File: src/pkg/smc_pkg.sv
package smc_pkg;

   // register bus geometry
   localparam int APB_AW = 12;
   localparam logic [APB_AW-1:0] CMC_OFFSET = 12'h000;  // clock_mode_control
   localparam logic [APB_AW-1:0] CMC2_OFFSET = 12'h004; // clock_mode_control_second
   localparam logic [APB_AW-1:0] STAT_OFFSET = 12'h008; // mode status

   // clock_mode_control field positions
   localparam int CMC_HIGH_LOW_CLOCK_SELECT_BIT = 0;
   localparam int CMC_IDLE_BIT = 1;
   localparam int CMC_HTO_BIT = 2;
   localparam int CMC_LTO_BIT = 3;
   localparam int CMC_UNUSED_BIT = 4;
   localparam int CMC_LCKS_LSB = 5;
   localparam int CMC_LCKS_MSB = 7;

   // clock_mode_control_second field positions
   localparam int CMC2_KEEP_ON_BIT = 0;

   // status register field positions
   localparam int STAT_MODE_LSB = 0;
   localparam int STAT_MODE_MSB = 2;
   localparam int STAT_CPU_BIT = 3;
   localparam int STAT_FAST_BIT = 4;

   // reset values of the writable controls
   localparam logic HIGH_LOW_CLOCK_SELECT_RST = 1'b1;
   localparam logic IDLE_EN_RST = 1'b1;
   localparam logic [2:0] LCKS_RST = 3'h0;
   localparam logic KEEP_ON_RST = 1'b0;

   // low clock selector codes below this pick the slow rc clock
   localparam logic [2:0] LCKS_FIRST_DIV = 3'h2;
   // code + shift gives this constant: 010 -> /64 ... 111 -> /2
   localparam logic [3:0] LCKS_SHIFT_BASE = 4'h8;

   // oscillator ready delays after start, in pclk cycles
   localparam int HTO_WAKE_CYC = 16;
   localparam int LTO_WAKE_CYC = 2;
   localparam int HTO_CNT_W = 5;
   localparam int LTO_CNT_W = 2;

   // width of the fast clock divider counter (largest ratio 64)
   localparam int DIV_CNT_W = 6;
   localparam logic [DIV_CNT_W-1:0] DIV16_MASK = 6'h0f;
   localparam logic [DIV_CNT_W-1:0] DIV64_MASK = 6'h3f;

   // operating modes, gray coded along normal-slow-idle-sleep
   typedef enum logic [2:0] {
      MODE_NORMAL = 3'h0,
      MODE_SLOW = 3'h1,
      MODE_IDLE1 = 3'h3,
      MODE_IDLE0 = 3'h2,
      MODE_SLEEP1 = 3'h6,
      MODE_SLEEP0 = 3'h7
   } smc_mode_t;

endpackage

File: src/hdl/smc_clk_div.sv
`timescale 1ns/1ps
module smc_clk_div
   import smc_pkg::*;
#(
   parameter int CNT_W = DIV_CNT_W
) (
   input wire logic pclk,
   input wire logic presetn,
   input wire logic clr,
   input wire logic run,
   input wire logic [2:0] shift,
   output logic tick,
   output logic [CNT_W-1:0] count
);

   typedef struct packed {
      logic [CNT_W-1:0] cnt;
   } smc_div_state_t;

   smc_div_state_t s_r;
   smc_div_state_t s_nxt;
   logic [CNT_W-1:0] mask;

   // ratio 2**shift: tick on the last count of each period
   always_comb begin
      mask = {CNT_W{1'b1}} >> (CNT_W - int'(shift));
      tick = run & ((s_r.cnt & mask) == mask);
      count = s_r.cnt;
   end

   // counter restarts on a source change so the first period is whole
   always_comb begin
      s_nxt = s_r;
      if (clr || !run) begin
         s_nxt.cnt = '0;
      end else begin
         s_nxt.cnt = s_r.cnt + CNT_W'(1);
      end
   end

   always_ff @(posedge pclk or negedge presetn) begin
      if (!presetn) begin
         s_r <= '0;
      end else begin
         s_r <= s_nxt;
      end
   end

endmodule

File: src/hdl/smc_top.sv
`timescale 1ns/1ps
// Function
// - select bit one picks fast clock
// - selector: 000/001 slow rc, else fast/64../2
// - slow rc selection stops fast oscillator
// - halt: sleep if idle off, else idle
// - idle with keep-on low stops system clock
// - idle with keep-on high keeps system clock
// - deepest sleep stops all clocks, watchdog
// - low voltage enable blocks deepest sleep
// - light sleep keeps slow peripheral clocks
// - accumulator clock only when halted, not deepest
// - substitute, slow clocks from slow rc
// - slow ready low in deep sleep, 2 cycles
// - fast ready follows oscillator, 16 cycles
// - unused bit four reads zero
// - normal mode runs cpu from fast clock
module smc_top
   import smc_pkg::*;
(
   input wire logic pclk,
   input wire logic presetn,
   input wire logic psel,
   input wire logic penable,
   input wire logic pwrite,
   input wire logic [APB_AW-1:0] paddr,
   input wire logic [31:0] pwdata,
   output logic [31:0] prdata,
   output logic pready,
   output logic pslverr,
   input wire logic halt_req,
   input wire logic wake_req,
   input wire logic slow_rc_tick,
   input wire logic wdt_enable,
   input wire logic low_voltage_detect_enable,
   output logic cpu_clk_en,
   output logic sys_clk_en,
   output logic substitute_clock_en,
   output logic slow_peripheral_clock_en,
   output logic accumulator_clock_en,
   output logic fast_osc_on,
   output logic fast_div16_en,
   output logic fast_div64_en,
   output logic wdt_function_en,
   output logic cpu_halted
);

   typedef struct packed {
      smc_mode_t mode;
      logic high_low_clock_select;
      logic [2:0] low_clock_selector;
      logic idle_enable;
      logic system_clock_keep_on;
      logic act_fast;
      logic [2:0] act_sel;
      logic [HTO_CNT_W-1:0] hto_cnt;
      logic high_speed_ready_flag;
      logic [LTO_CNT_W-1:0] lto_cnt;
      logic low_speed_ready_flag;
      logic pready;
      logic [31:0] prdata;
      logic pslverr;
      logic cpu_clk_en;
      logic sys_clk_en;
      logic sub_en;
      logic slow_per_en;
      logic acc_en;
      logic fast_on;
      logic div16_en;
      logic div64_en;
      logic wdt_en;
      logic halted;
   } smc_state_t;

   smc_state_t s_r;
   smc_state_t s_nxt;

   // true when the selector code picks the slow rc clock
   function automatic logic sel_is_slow_rc(input logic [2:0] sel);
      return sel < LCKS_FIRST_DIV;
   endfunction

   // divide ratio as a power of two: 010 -> 6 (/64) ... 111 -> 1 (/2)
   function automatic logic [2:0] sel_shift(input logic [2:0] sel);
      logic [3:0] sh;
      sh = LCKS_SHIFT_BASE - {1'b0, sel};
      return sh[2:0];
   endfunction

   // true for the two modes in which the cpu executes
   function automatic logic mode_running(input smc_mode_t m);
      return (m == MODE_NORMAL) || (m == MODE_SLOW);
   endfunction

   // register image of clock_mode_control
   function automatic logic [7:0] cmc_image(input smc_state_t st);
      logic [7:0] v;
      v = '0;
      v[CMC_HIGH_LOW_CLOCK_SELECT_BIT] = st.high_low_clock_select;
      v[CMC_IDLE_BIT] = st.idle_enable;
      v[CMC_HTO_BIT] = st.high_speed_ready_flag;
      v[CMC_LTO_BIT] = st.low_speed_ready_flag;
      v[CMC_UNUSED_BIT] = 1'b0;
      v[CMC_LCKS_MSB:CMC_LCKS_LSB] = st.low_clock_selector;
      return v;
   endfunction

   logic act_slow_rc;
   logic fast_run;
   logic slow_run;
   logic sel_change;
   logic src_ready;
   logic div_tick;
   logic div_clr;
   logic sys_tick;
   logic [2:0] div_shift;
   logic [DIV_CNT_W-1:0] div_count;
   logic wr_en;
   logic setup;

   // oscillator run conditions follow the mode and the active source
   always_comb begin
      act_slow_rc = !s_r.act_fast && sel_is_slow_rc(s_r.act_sel);
      fast_run = (mode_running(s_r.mode) || (s_r.mode == MODE_IDLE1))
                 && !act_slow_rc;
      slow_run = (s_r.mode != MODE_SLEEP0);
      sel_change = (s_r.high_low_clock_select != s_r.act_fast)
                   || (s_r.low_clock_selector != s_r.act_sel);
      src_ready = act_slow_rc ? s_r.low_speed_ready_flag
                              : s_r.high_speed_ready_flag;
      div_shift = s_r.act_fast ? 3'h0 : sel_shift(s_r.act_sel);
      sys_tick = act_slow_rc ? (slow_rc_tick && slow_run) : div_tick;
      div_clr = sel_change && (sys_tick || !src_ready);
   end

   // divider for the system clock taken from the fast oscillator
   smc_clk_div #(
      .CNT_W(DIV_CNT_W)
   ) u_div (
      .pclk(pclk),
      .presetn(presetn),
      .clr(div_clr),
      .run(fast_run),
      .shift(div_shift),
      .tick(div_tick),
      .count(div_count)
   );

   // apb phases: answer comes in the first access cycle
   always_comb begin
      setup = psel && !penable;
      wr_en = psel && penable && s_r.pready && pwrite;
   end

   // next state of the whole block
   always_comb begin
      s_nxt = s_r;

      // bus slave: read data and error are prepared in the setup cycle
      s_nxt.pready = setup;
      if (setup) begin
         s_nxt.pslverr = 1'b0;
         s_nxt.prdata = '0;
         unique case (paddr)
            CMC_OFFSET: begin
               s_nxt.prdata[7:0] = cmc_image(s_r);
            end
            CMC2_OFFSET: begin
               s_nxt.prdata[CMC2_KEEP_ON_BIT] = s_r.system_clock_keep_on;
            end
            STAT_OFFSET: begin
               s_nxt.prdata[STAT_MODE_MSB:STAT_MODE_LSB] = s_r.mode;
               s_nxt.prdata[STAT_CPU_BIT] = !s_r.halted;
               s_nxt.prdata[STAT_FAST_BIT] = s_r.fast_on;
            end
            default: begin
               s_nxt.pslverr = 1'b1;
            end
         endcase
      end

      // register writes; ready flags are read only
      if (wr_en && (paddr == CMC_OFFSET)) begin
         s_nxt.high_low_clock_select = pwdata[CMC_HIGH_LOW_CLOCK_SELECT_BIT];
         s_nxt.idle_enable = pwdata[CMC_IDLE_BIT];
         s_nxt.low_clock_selector = pwdata[CMC_LCKS_MSB:CMC_LCKS_LSB];
      end
      if (wr_en && (paddr == CMC2_OFFSET)) begin
         s_nxt.system_clock_keep_on = pwdata[CMC2_KEEP_ON_BIT];
      end

      // source change only at a period boundary or while source is idle
      if (div_clr) begin
         s_nxt.act_fast = s_r.high_low_clock_select;
         s_nxt.act_sel = s_r.low_clock_selector;
      end

      // operating mode sequencing
      unique case (s_r.mode)
         MODE_NORMAL, MODE_SLOW: begin
            if (halt_req) begin
               if (s_r.idle_enable) begin
                  s_nxt.mode = s_r.system_clock_keep_on ? MODE_IDLE1
                                                        : MODE_IDLE0;
               end else if (wdt_enable || low_voltage_detect_enable) begin
                  s_nxt.mode = MODE_SLEEP1;
               end else begin
                  s_nxt.mode = MODE_SLEEP0;
               end
            end else begin
               s_nxt.mode = s_r.act_fast ? MODE_NORMAL : MODE_SLOW;
            end
         end
         MODE_IDLE0, MODE_IDLE1, MODE_SLEEP1, MODE_SLEEP0: begin
            if (wake_req) begin
               s_nxt.mode = s_r.act_fast ? MODE_NORMAL : MODE_SLOW;
            end
         end
         default: begin
            s_nxt.mode = MODE_NORMAL;
         end
      endcase

      // fast ready: cleared while stopped, set 16 cycles after start
      if (!fast_run) begin
         s_nxt.hto_cnt = '0;
         s_nxt.high_speed_ready_flag = 1'b0;
      end else if (!s_r.high_speed_ready_flag) begin
         s_nxt.hto_cnt = s_r.hto_cnt + HTO_CNT_W'(1);
         if (s_r.hto_cnt == HTO_CNT_W'(HTO_WAKE_CYC - 1)) begin
            s_nxt.high_speed_ready_flag = 1'b1;
         end
      end

      // slow ready: low in deepest sleep, set 2 cycles after wake
      if (!slow_run) begin
         s_nxt.lto_cnt = '0;
         s_nxt.low_speed_ready_flag = 1'b0;
      end else if (!s_r.low_speed_ready_flag) begin
         s_nxt.lto_cnt = s_r.lto_cnt + LTO_CNT_W'(1);
         if (s_r.lto_cnt == LTO_CNT_W'(LTO_WAKE_CYC - 1)) begin
            s_nxt.low_speed_ready_flag = 1'b1;
         end
      end

      // clock enables: one pulse per period of each clock; oscillator on, watchdog and halted are levels
      s_nxt.cpu_clk_en = mode_running(s_r.mode) && !halt_req
                         && sys_tick && src_ready;
      s_nxt.sys_clk_en = (mode_running(s_r.mode) || (s_r.mode == MODE_IDLE1))
                         && sys_tick && src_ready;
      s_nxt.sub_en = slow_run && slow_rc_tick;
      s_nxt.slow_per_en = slow_run && slow_rc_tick;
      s_nxt.acc_en = slow_rc_tick && ((s_r.mode == MODE_IDLE0)
                     || (s_r.mode == MODE_IDLE1)
                     || (s_r.mode == MODE_SLEEP1));
      s_nxt.fast_on = fast_run;
      s_nxt.div16_en = fast_run && s_r.high_speed_ready_flag
                       && ((div_count & DIV16_MASK) == DIV16_MASK);
      s_nxt.div64_en = fast_run && s_r.high_speed_ready_flag
                       && (div_count == DIV64_MASK);
      s_nxt.wdt_en = wdt_enable && (s_r.mode != MODE_SLEEP0);
      s_nxt.halted = !mode_running(s_nxt.mode);
   end

   // single state register
   always_ff @(posedge pclk or negedge presetn) begin
      if (!presetn) begin
         s_r <= '0;
         s_r.mode <= MODE_NORMAL;
         s_r.high_low_clock_select <= HIGH_LOW_CLOCK_SELECT_RST;
         s_r.low_clock_selector <= LCKS_RST;
         s_r.idle_enable <= IDLE_EN_RST;
         s_r.system_clock_keep_on <= KEEP_ON_RST;
         s_r.act_fast <= HIGH_LOW_CLOCK_SELECT_RST;
         s_r.act_sel <= LCKS_RST;
      end else begin
         s_r <= s_nxt;
      end
   end

   // outputs straight from the state register
   always_comb begin
      prdata = s_r.prdata;
      pready = s_r.pready;
      pslverr = s_r.pslverr;
      cpu_clk_en = s_r.cpu_clk_en;
      sys_clk_en = s_r.sys_clk_en;
      substitute_clock_en = s_r.sub_en;
      slow_peripheral_clock_en = s_r.slow_per_en;
      accumulator_clock_en = s_r.acc_en;
      fast_osc_on = s_r.fast_on;
      fast_div16_en = s_r.div16_en;
      fast_div64_en = s_r.div64_en;
      wdt_function_en = s_r.wdt_en;
      cpu_halted = s_r.halted;
   end

endmodule

File: config.mk
export PLATFORM = sky130hd
export DESIGN_NAME = smc_top
export DESIGN_NICKNAME = d
export VERILOG_FILES = /design/src/pkg/smc_pkg.sv /design/src/hdl/smc_clk_div.sv /design/src/hdl/smc_top.sv
export SDC_FILE = /design/constraint.sdc
export NUM_CORES = 1
export LEC_CHECK = 0
export BUFFER_PORTS_ARGS = -buffer_cell sky130_fd_sc_hd__buf_4
export CORE_MARGIN = 1
export CORE_UTILIZATION = 43
export CTS_BUF_LIST = sky130_fd_sc_hd__clkbuf_2 sky130_fd_sc_hd__clkbuf_4 sky130_fd_sc_hd__clkbuf_8
export CTS_CLUSTER_SIZE = 14
export DETAILED_ROUTE_END_ITERATION = 12
export PLACE_DENSITY = 0.81
export SETUP_SLACK_MARGIN = 0.1
export SLEW_MARGIN = 15
export SYNTH_ARGS = -nofsm -noshare
export SYNTH_HDL_FRONTEND = slang
export SYNTH_SLANG_ARGS = --single-unit
export TNS_END_PERCENT = 10
File: constraint.sdc
create_clock -name pclk -period 3.9 [get_ports pclk]
set_input_delay 0.39 -clock pclk [delete_from_list [all_inputs] [get_ports pclk]]
set_output_delay 0.39 -clock pclk [all_outputs]
set_load 0.02 [all_outputs]
After elaboration in Yosys (flattened, before gate mapping)
Index checks and enable logic that the tools add are counted.
Widths: inputs -> output; s select.
{"block": "totals", "register_bits": 47, "inputBits": 54}
{"block": "op_classes", "n_addsub": 5, "n_lt_le_gt_ge": 1, "n_eq_ne": 18, "shifts": 1, "mux": 21, "bitwise": 2, "n_reduce_logical": 43}
{"op": "$shr 6x32->6 const A", "n": 1}
{"op": "$mux 3", "n": 7}
{"op": "$logic_and 1x1->1", "n": 20}
{"op": "$mux 6", "n": 3}
{"op": "$eq 12x3->1 const B", "n": 1}
{"op": "$eq 12x4->1 const B", "n": 1}
{"op": "$logic_not 12->1", "n": 1}
{"op": "$logic_or 1x1->1", "n": 9}
{"op": "$logic_not 1->1", "n": 8}
{"op": "$mux 1", "n": 8}
{"op": "$pmux 4 s2", "n": 1}
{"op": "$add 6x1->6 const B", "n": 1}
{"op": "$and 6x6->6", "n": 1}
{"op": "$eq 3x1->1 const B", "n": 2}
{"op": "$eq 3x2->1 const B", "n": 2}
{"op": "$eq 3x3->1 const B", "n": 2}
{"op": "$eq 6x6->1", "n": 1}
{"op": "$eq 6x6->1 const B", "n": 1}
{"op": "$logic_not 3->1", "n": 2}
{"op": "$pmux 3 s2", "n": 1}
{"op": "$add 5x1->5 const B", "n": 1}
{"op": "$eq 5x4->1 const B", "n": 1}
{"op": "$eq 4x4->1 const B", "n": 1}
{"op": "$ne 2x2->1 const B", "n": 2}
{"op": "13 further kinds", "n": 13}

Depth between registers and ports, before layout
Gate-level depths: netlist of run 1.
{"block": "depth", "ltp_word": 12, "depth_mapped": 9}

Modules after synthesis
From an unflattened synthesis of run 1, not the netlist that was laid out.
{"block": "unflattened", "cells_unflattened": 253, "area_unflattened_um2": 2539.9}
{"mod": "smc_top", "instances": 1, "cells_each": 212, "area_per_inst_um2": 2162.1, "seq_area_each_um2": 1029.7}
{"mod": "smc_clk_div", "instances": 1, "cells_each": 41, "area_per_inst_um2": 377.9, "seq_area_each_um2": 150.1}

Worst setup path after synthesis of run 1
Ideal clock, no wire load.
{"block": "synth_timing", "path_kind": "register to register", "startpoint": "register s_r[56] (netlist name)", "endpoint": "register s_r[53] (netlist name)", "setup_ps": 128, "t_arrival_ps": 1707, "setup_slack_ps": 2066, "path_stages_with_launch": 8, "n_path_buf": 2, "synth_period_minus_slack_ps": 1834, "cell_sequence": "dfstp_2 buf_2 nor3_1 or3_1 clkbuf_1 a21oi_1 nor3_4 mux2_1"}
{"block": "synth_via", "elab_chain_len": 9}
{"item": "start: declaration", "line_no": "smc_top.sv:75", "text": "smc_state_t s_r;"}
{"item": "start signal: assignment", "line_no": "smc_top.sv:277", "text": "s_r <= s_nxt;"}
{"item": "$mux 3", "line_no": "smc_top.sv:131", "text": "div_shift = s_r.act_fast ? 3'h0 : sel_shift(s_r.act_sel);"}
{"item": "$sub 3x3->4", "line_no": "smc_clk_div.sv:26", "text": "mask = {CNT_W{1'b1}} >> (CNT_W - int'(shift));"}
{"item": "$shr 6x32->6", "line_no": "smc_clk_div.sv:26"}
{"item": "$and 6x6->6", "line_no": "smc_clk_div.sv:27", "text": "tick = run & ((s_r.cnt & mask) == mask);"}
{"item": "$eq 6x6->1", "line_no": "smc_clk_div.sv:27"}
{"item": "$and 1x1->1", "line_no": "smc_clk_div.sv:27"}
{"item": "$mux 1", "line_no": "smc_top.sv:132", "text": "sys_tick = act_slow_rc ? (slow_rc_tick && slow_run) : div_tick;"}
{"item": "$logic_or 1x1->1", "line_no": "smc_top.sv:133", "text": "div_clr = sel_change && (sys_tick || !src_ready);"}
{"item": "$logic_and 1x1->1 *", "line_no": "smc_top.sv:133"}
Mark *: on every way between the ends. The rest lies on a longest branch, timed or not.
A chain may end at the register's enable or synchronous reset.

Worst setup path in the final report of run 1
{"block": "layout_timing", "startpoint": "register s_r[64] (netlist name)", "endpoint": "register s_r[54] (netlist name)"}
{"block": "layout_via", "elab_chain_len": 8}
{"item": "$eq 3x1->1 / $logic_not 3->1 (equally long branches)", "line_no": "smc_top.sv:92", "text": "return (m == MODE_NORMAL) || (m == MODE_SLOW);"}
{"item": "$logic_or 1x1->1", "line_no": "smc_top.sv:92"}
{"item": "$logic_or 1x1->1", "line_no": "smc_top.sv:124", "text": "fast_run = (mode_running(s_r.mode) || (s_r.mode == MODE_IDLE1))"}
{"item": "$logic_and 1x1->1", "line_no": "smc_top.sv:125", "text": "&& !act_slow_rc;"}
{"item": "$and 1x1->1", "line_no": "smc_clk_div.sv:27"}
{"item": "$mux 1 *", "line_no": "smc_top.sv:132"}
{"item": "$logic_or 1x1->1 *", "line_no": "smc_top.sv:133"}
{"item": "$logic_and 1x1->1 *", "line_no": "smc_top.sv:133"}
Marks and branches as above.

==> parameters.txt, run 1 <==
Parameter                              Value

Placement
  Final weighted congestion in routability-driven placement ... 0.7865
  Instance area at placement ... 0.002683 mm2
  Detailed Place HPWL ... 3.358 mm
  Number of buffers added on ports ... 46

Detailed routing
  Detailed-routing iteration count for the pre-antenna-repair pass ... 4
  Via/cell ratio ... 4.994
  # DRC ... 0
  Violation count after the first detailed-route iteration ... 86
  Total number of vias ... 1748
  Avg WL per Cell ... 12.79 um
  Final routed wirelength across all metal layers ... 4.476 mm
  Antenna Nets Post-Route ... 0

Timing
  Setup total negative slack ... 0 ps
  Unrepaired setup endpoints after global routing ... no
  Max-slew headroom at the worst pin ... 0.6142
  Final number of max-transition violations ... 0
  Worst-case clock skew ... 6.271 ps
  Final critical delay including setup and external delays ... 2149 ps
  Final setup violation count ... 0
  Slew at the pin with the worst max-slew slack ... 578.7 ps
  Peak clock frequency supported by timing ... 0.4654 GHz
  Period Utilization, post-route ... 0.5510
  Fin. Hold Viols ... 0

Worst setup path
  Critical-path cell list ... nor2b_1, or3_1, nor2_1, nor3_4, mux2_2
  Kind of start point of the critical path ... flip-flop
  CP max stage cell ... dfrtp_1
  R2r endpoint ... s_r[54]
  Required time at the endpoint of the critical path ... 4090 ps
  Largest stage delay on the critical path ... 580 ps
  Setup slack, reg-to-reg ... 1750 ps
  Critical path peak fanout ... 14
  R2R cell count ... 5
  Worst reg2reg startpoint ... s_r[64]
  CP Class ... flip-flop to flip-flop
  Worst setup EP type ... flip-flop
  Critical path arrival ... 2340 ps

Final layout
  Fill cell instance count of the final layout ... 506
  Area of all placed cells without fillers ... 0.002770 mm2
  Synthesis-to-finish area growth ... 12.73%
  Number of antenna repair diodes ... 0
  Final net count ... 337
  Most common cell after layout, fill and taps aside ... buf_4
  Ratio of cells with drive above 1 in the final layout ... 0.2374
  Leading cell types in the layout, fill and taps excluded ... 46 x buf_4, 44 x dfrtp_1, 24 x nand2_1, 24 x conb_1, 18 x nor2_1

Min path
  Path type of the worst min-delay path ... input port to asynchronous set/reset pin

Synth
  Post-synthesis xor/xnor area fraction ... 0.04633
  Sequential fraction of the synthesis area ... 0.4801
  Top flip-flop cell by instance count after synthesis ... dfrtp_1
  Post-Synthesis Mean Instance Area ... 9.989 um2
  Yosys warning total ... 0
  Simple-Gate Fraction of Synth Area ... 0.1522
  Dominant cells by area after synthesis ... dfrtp_1 45%, buf_4 10%, mux2_2 4.1%, nand2_1 3.7%, xnor2_1 3.6%
  Flip-flop and latch count after synthesis ... 47
  Gate count after technology mapping ... 246
  Number of flops mapped to enable cells by yosys ... 0
  Async set-or-reset flop fraction in the synthesized netlist ... 1.000
  Cell type contributing the most total cell area after synthesis ... dfrtp_1
  Fraction of synthesized area in multiplexers ... 0.07485
  Cell area after technology mapping ... 0.002457 mm2
  Largest family of logic cells by synthesized area ... simple AND/OR/NAND/NOR gates
  Compound-cell area share of the yosys netlist ... 0.08503
  Number of distinct standard cells referenced by the synthesized netlist ... 38
  Adder-cell share of the synthesized area ... 0.02546
  Synth top area share ... 0.4481

Die
  Floorplan die area ... 0.006021 mm2
  Die width ... 77.60 um
  Starting utilization of the core area ... 0.4463
  Core Footprint ... 0.005507 mm2
  Number of core rows ... 27
  Chip Height ... 77.60 um
  Count of boundary I/O pins ... 98

Clock tree
  Maximum level of the CTS H-tree ... 2
  TritonCTS Buffers ... 5
  TritonCTS Sinks ... 47
  Number of setup buffers added after CTS ... 0
  Post-cts sizing count ... 0
  Worst-case clock buffer depth ... 2
  Clock tree from TritonCTS ... done
  CTS Root Buffer Type ... clkbuf_8
  Register clock-pin slew on the reported worst setup and hold paths ... 80 ps
  Clock latency on the worst-skew pair ... 300 ps
  Number of hold buffers added after cts ... 0

Status
  Result of the run ... finished, final reports clean

GRT
  Largest net degree at the start of global routing ... 48
  Number of antenna violations at the first check in global routing ... 0
  Number of global-route vias before repair ... 1693
  Total grt overflow ... 0
  Global-route wire length before repair ... 7.859 mm
  Aggregate global-route resource usage ... 0.1672

Power
  Worst vdd rail ir drop ... 185.7 uV
  Switching power share of the total ... 0.2837
  Power density relative to cell area ... 378.8 mW/mm2
  Leakage Power ... 1.349 nW
  Power share of the clock group ... 0.279
  Net switching power ... 0.2977 mW
  Combinational share of power ... 0.187
  Sequential share of power ... 0.534
  Internal power contribution ... 0.7515 mW

Job
  Max Cap Violations ... 0
[final cells by class]
cell class | instances | area, um2 | share of cell area
Sequential cell | 47 | 1180 | 0.4259
Multi-Input combinational cell | 169 | 1033 | 0.3731
Tap cell | 72 | 90.09 | 0.03252
Timing Repair Buffer | 46 | 345.3 | 0.1247
Clock inverter | 1 | 5.005 | 0.001807
Inverter | 9 | 33.78 | 0.01220
Clock buffer | 6 | 82.58 | 0.02981
[cell usage after synthesis, types with 4 or more instances]
| master | number |
|---|---|
| a211oi_1 | 6 |
| a21oi_1 | 7 |
| and2_1 | 4 |
| buf_2 | 5 |
| buf_4 | 33 |
| clkbuf_1 | 5 |
| dfrtp_1 | 44 |
| ha_1 | 5 |
| inv_1 | 9 |
| mux2_2 | 9 |
| mux2i_1 | 6 |
| nand2_1 | 24 |
| nand3_1 | 9 |
| nor2_1 | 18 |
| nor3_1 | 4 |
| o21ai_0 | 9 |
| xnor2_1 | 10 |
[kinds of logic after synthesis]
logic type	count (synthesis)
other	1
DFF	47
and+or+nand+nor	77
AOI/OAI and AO/OA	33
adders and majority gates	5
xor gates and xnor gates	13
buffers and inverters	53
muxes	17
[critical path, delay by kind of cell (launching register included)]
kind / cells / cell delay [ps]
and+or+nand+nor: 4 / 1090
muxes: 1 / 360
DFF: 1 / 580
[flip-flops by register name, indices dropped and copies added (netlist names)]
| register | flops |
|---|---|
| fast_osc_on | 1 |
| fast_div64_en | 1 |
| cpu_clk_en | 1 |
| slow_peripheral_clock_en | 1 |
| pready | 1 |
| accumulator_clock_en | 1 |
| pslverr | 1 |
| u_div.count | 6 |
| sys_clk_en | 1 |
| s_r | 22 |
| wdt_function_en | 1 |
| fast_div16_en | 1 |
| cpu_halted | 1 |
| prdata | 8 |
[through the flow]
stage          setup slack [ps]    util  std cells  power, mW  hold WS, ps
6_report                   1751  0.5031        350      1.049        84.27
5_1_grt                    1612  0.5031        350      1.101        134.1
4_1_cts                    1741  0.5031        350      1.062        105.8
3_5_place_dp               1750  0.4872        343     0.7676        433.5
3_3_place_gp               1825  0.4872        343     0.7571        423.9
2_1_floorplan              2066       -        269     0.7114        94.41
[layer usage]
layer	routed length [um]	vias up	share of wire	track usage
met2	2226	48	0.50	0.2779
met5	0	-	0	0
met3	196	6	0.044	0.04235
li1	-	840	-	-
met1	1983	854	0.44	0.2067
met4	68	0	0.015	0.06792
[power groups by stage]
stage	clock network, mW	registers [mW]	logic (mW)
after global routing	0.319	0.564	0.217
after detailed placement	0	0.569	0.199
final	0.293	0.560	0.197
after CTS	0.302	0.560	0.200
after floorplan	0	0.566	0.146
after global placement	0	0.566	0.191
[worst max path at each step]
stage,slack (ps),depth (start not counted),start,endpoint
after floorplan,2070,7,s_r[56],s_r[53]
final,1750,5,s_r[64],s_r[54]
after global placement,1820,5,s_r[64],s_r[54]
after global routing,1610,5,s_r[64],s_r[54]
after CTS,1740,5,s_r[64],s_r[55]
after detailed placement,1750,5,s_r[64],s_r[55]
No activity file was read; power rests on OpenSTA's default activity.
==> inputs of run 2 (changes only) <==
Clock period 3.9 ns to 2.1 ns, I/O delays scaled along.
==> run 2 against run 1 <==
Net effect: critical endpoint is now s_r[55]; design area grew 4.2%; sequential cell count is the same; sequential power increased by 84%; critical path type unchanged; global-route usage shrank 0.58 points; non-clock buffer count grew 9; core utilization rose by 2.1 points.
==> parameters.txt, run 2 (synthesis results as in run 1) <==
Parameter                              Value

Final layout
  Number of antenna repair diodes ... 0 (unchanged)
  Most common cell after layout, fill and taps aside ... buf_4
  Area taken by multi-input logic gates ... 0.001045 mm2 (+1.1%)
  Fill cell instance count of the final layout ... 499 (-1.4%)
  Ratio of cells with drive above 1 in the final layout ... 0.2743 (+0.03690)
  Leading cell types in the layout, fill and taps excluded ... 54 x buf_4, 43 x dfrtp_1, 24 x nand2_1, 24 x conb_1, 18 x nor2_1
  Final core occ ... 0.5242 (+0.02113)
  Max reg flops ... 22 (unchanged)
  Footprint of the flip-flops and latches ... 0.001181 mm2 (+0.11%)
  Final net count ... 346 (+2.7%)
  Register with the highest flop count ... s_r
  Synthesis-to-finish area growth ... 17.46%

Timing
  Fin. Hold Viols ... 0 (unchanged)
  Setup total negative slack ... 0 ps (unchanged)
  Period Utilization, post-route ... 0.8937 (+0.3427)
  Max-slew headroom at the worst pin ... 0.6096 (-0.004611)
  Unrepaired setup endpoints after global routing ... no
  Slew at the pin with the worst max-slew slack ... 585.6 ps (+6.917 ps)
  Final number of max-transition violations ... 0 (unchanged)
  Peak clock frequency supported by timing ... 0.5328 GHz (+14%)
  Final setup violation count ... 0 (unchanged)
  Worst-case clock skew ... 14.54 ps (+8.267 ps)
  Final critical delay including setup and external delays ... 1877 ps (-272.0 ps)

Clock tree
  Register clock-pin slew on the reported worst setup and hold paths ... 100 ps (+20 ps)
  TritonCTS Sinks ... 47 (unchanged)
  Clock tree from TritonCTS ... done
  TritonCTS Buffers ... 5 (unchanged)
  Clock latency on the worst-skew pair ... 310 ps (about the same)
  Maximum level of the CTS H-tree ... 2 (unchanged)
  CTS Root Buffer Type ... clkbuf_8
  Worst-case clock buffer depth ... 2 (unchanged)

Power
  Leakage Power ... 1.409 nW (+4.5%)
  Worst vdd rail ir drop ... 301.3 uV (+62%)
  Power density relative to cell area ... 731.7 mW/mm2 (+93%)

Worst setup path
  Critical path arrival ... 2060 ps (-280 ps)
  Critical path peak fanout ... 6 (-8)
  CP Class ... flip-flop to flip-flop
  Worst reg2reg startpoint ... s_r[54]
  Worst setup startpoint ... s_r[54]
  Critical-path cell list ... inv_1, ha_1, a31oi_1, a21oi_2, nor3_4, mux2_2
  Worst setup EP type ... flip-flop
  Required time at the endpoint of the critical path ... 2280 ps (-1810 ps)
  CP max stage cell ... dfrtp_2
  Largest stage delay on the critical path ... 420 ps (-160 ps)
  Kind of start point of the critical path ... flip-flop

Die
  Chip Height ... 77.60 um (unchanged)
  Count of boundary I/O pins ... 98 (unchanged)
  Core Footprint ... 0.005507 mm2 (unchanged)
  Floorplan die area ... 0.006021 mm2 (unchanged)
  Number of core rows ... 27 (unchanged)
  Die width ... 77.60 um (unchanged)
  Starting utilization of the core area ... 0.4463 (unchanged)

Placement
  Number of buffers added on ports ... 46 (unchanged)
  Final weighted congestion in routability-driven placement ... 0.8069 (+2.6%)
  Detailed Place HPWL ... 3.395 mm (+1.1%)

Detailed routing
  Via/cell ratio ... 4.889 (-2.1%)
  Antenna Nets Post-Route ... 0 (unchanged)
  Total number of vias ... 1760 (+0.69%)
  Final routed wirelength across all metal layers ... 4.542 mm (+1.5%)
  # DRC ... 0 (unchanged)
  Avg WL per Cell ... 12.62 um (-1.3%)
  Violation count after the first detailed-route iteration ... 60 (-30%)
  Detailed-routing iteration count for the pre-antenna-repair pass ... 4 (unchanged)

GRT
  Number of global-route vias before repair ... 1699 (+0.35%)
  Global-route wire length before repair ... 7.527 mm (-4.2%)
  Number of antenna violations at the first check in global routing ... 0 (unchanged)
  Total grt overflow ... 0 (unchanged)
  Aggregate global-route resource usage ... 0.1613 (-0.005835)
  Largest net degree at the start of global routing ... 48 (unchanged)

Status
  Result of the run ... finished, final reports clean

Job
  Max Cap Violations ... 0 (unchanged)

Min path
  Worst hold start ... wake_req
  Path type of the worst min-delay path ... input port to flip-flop
run 2: critical path: cells and delay by family, from the launching register on:
family,cells,cell delay [ps]
fa+ha+maj,1,290
mux,1,370
flops,1,420
simple gates,1,270
buf+inv,1,50
compound gates,2,370
run 2: final cells by class:
class	instances	share of cell area
clock buffer	6	0.02861
sequential	47	0.4092
timing repair buffer	55	0.1439
tap	72	0.03121
multi-input combinational	169	0.3619
inverter	9	0.01170
clock inverter	2	0.01344
run 2: path summary, 6_finish.rpt:
kind / endpoint / slack, ps / cells past startpoint
setup / recovery: s_r[55] / 220 / 6
hold / removal: cpu_halted / 110 / 2
setup reg to reg: s_r[55] / 220 / 6
hold reg to reg: prdata[5] / 480 / 2
max in group asynchronous: s_r[54] / 1220 / 2
min in group asynchronous: cpu_halted / 440 / 2
run 2: stage by stage:
step / total power [mW] / hold WS [ps] / instance area [um2] / std cells / worst slack, ps
6_report: 2.112 / 108.9 / 2887 / 360 / 223.3
4_1_cts: 2.131 / 99.43 / 2853 / 357 / 137.8
3_3_place_gp: 1.414 / 244.8 / 2720 / 348 / 221.1
2_1_floorplan: 1.321 / -85.59 / 2544 / 269 / 265.5
5_1_grt: 2.209 / 109.0 / 2887 / 360 / 87.65
3_5_place_dp: 1.428 / 250.5 / 2720 / 348 / 104.6
run 2: repair_timing:
item,CTS,global route
buffers inserted,0,3
gates resized for setup,1,3
pin swaps,0,2
endpoints found under the setup margin,1,8
gates cloned,0,0
hold buffers,1,0
hold endpoints to repair,44,0
run 2: per-layer routing:
metal / vias up / GRT usage / wire length [um]
met5: - / 0 / 0
met4: 0 / 0.08679 / 129
met3: 13 / 0.03529 / 226
met2: 58 / 0.2673 / 2226
met1: 837 / 0.1952 / 1959
li1: 852 / - / -
run 2: where the power goes:
part	switching (mW)	internal (mW)	total [mW]
logic	0.206	0.176	0.382
registers	0.0605	0.969	1.03
clock network	0.310	0.392	0.701
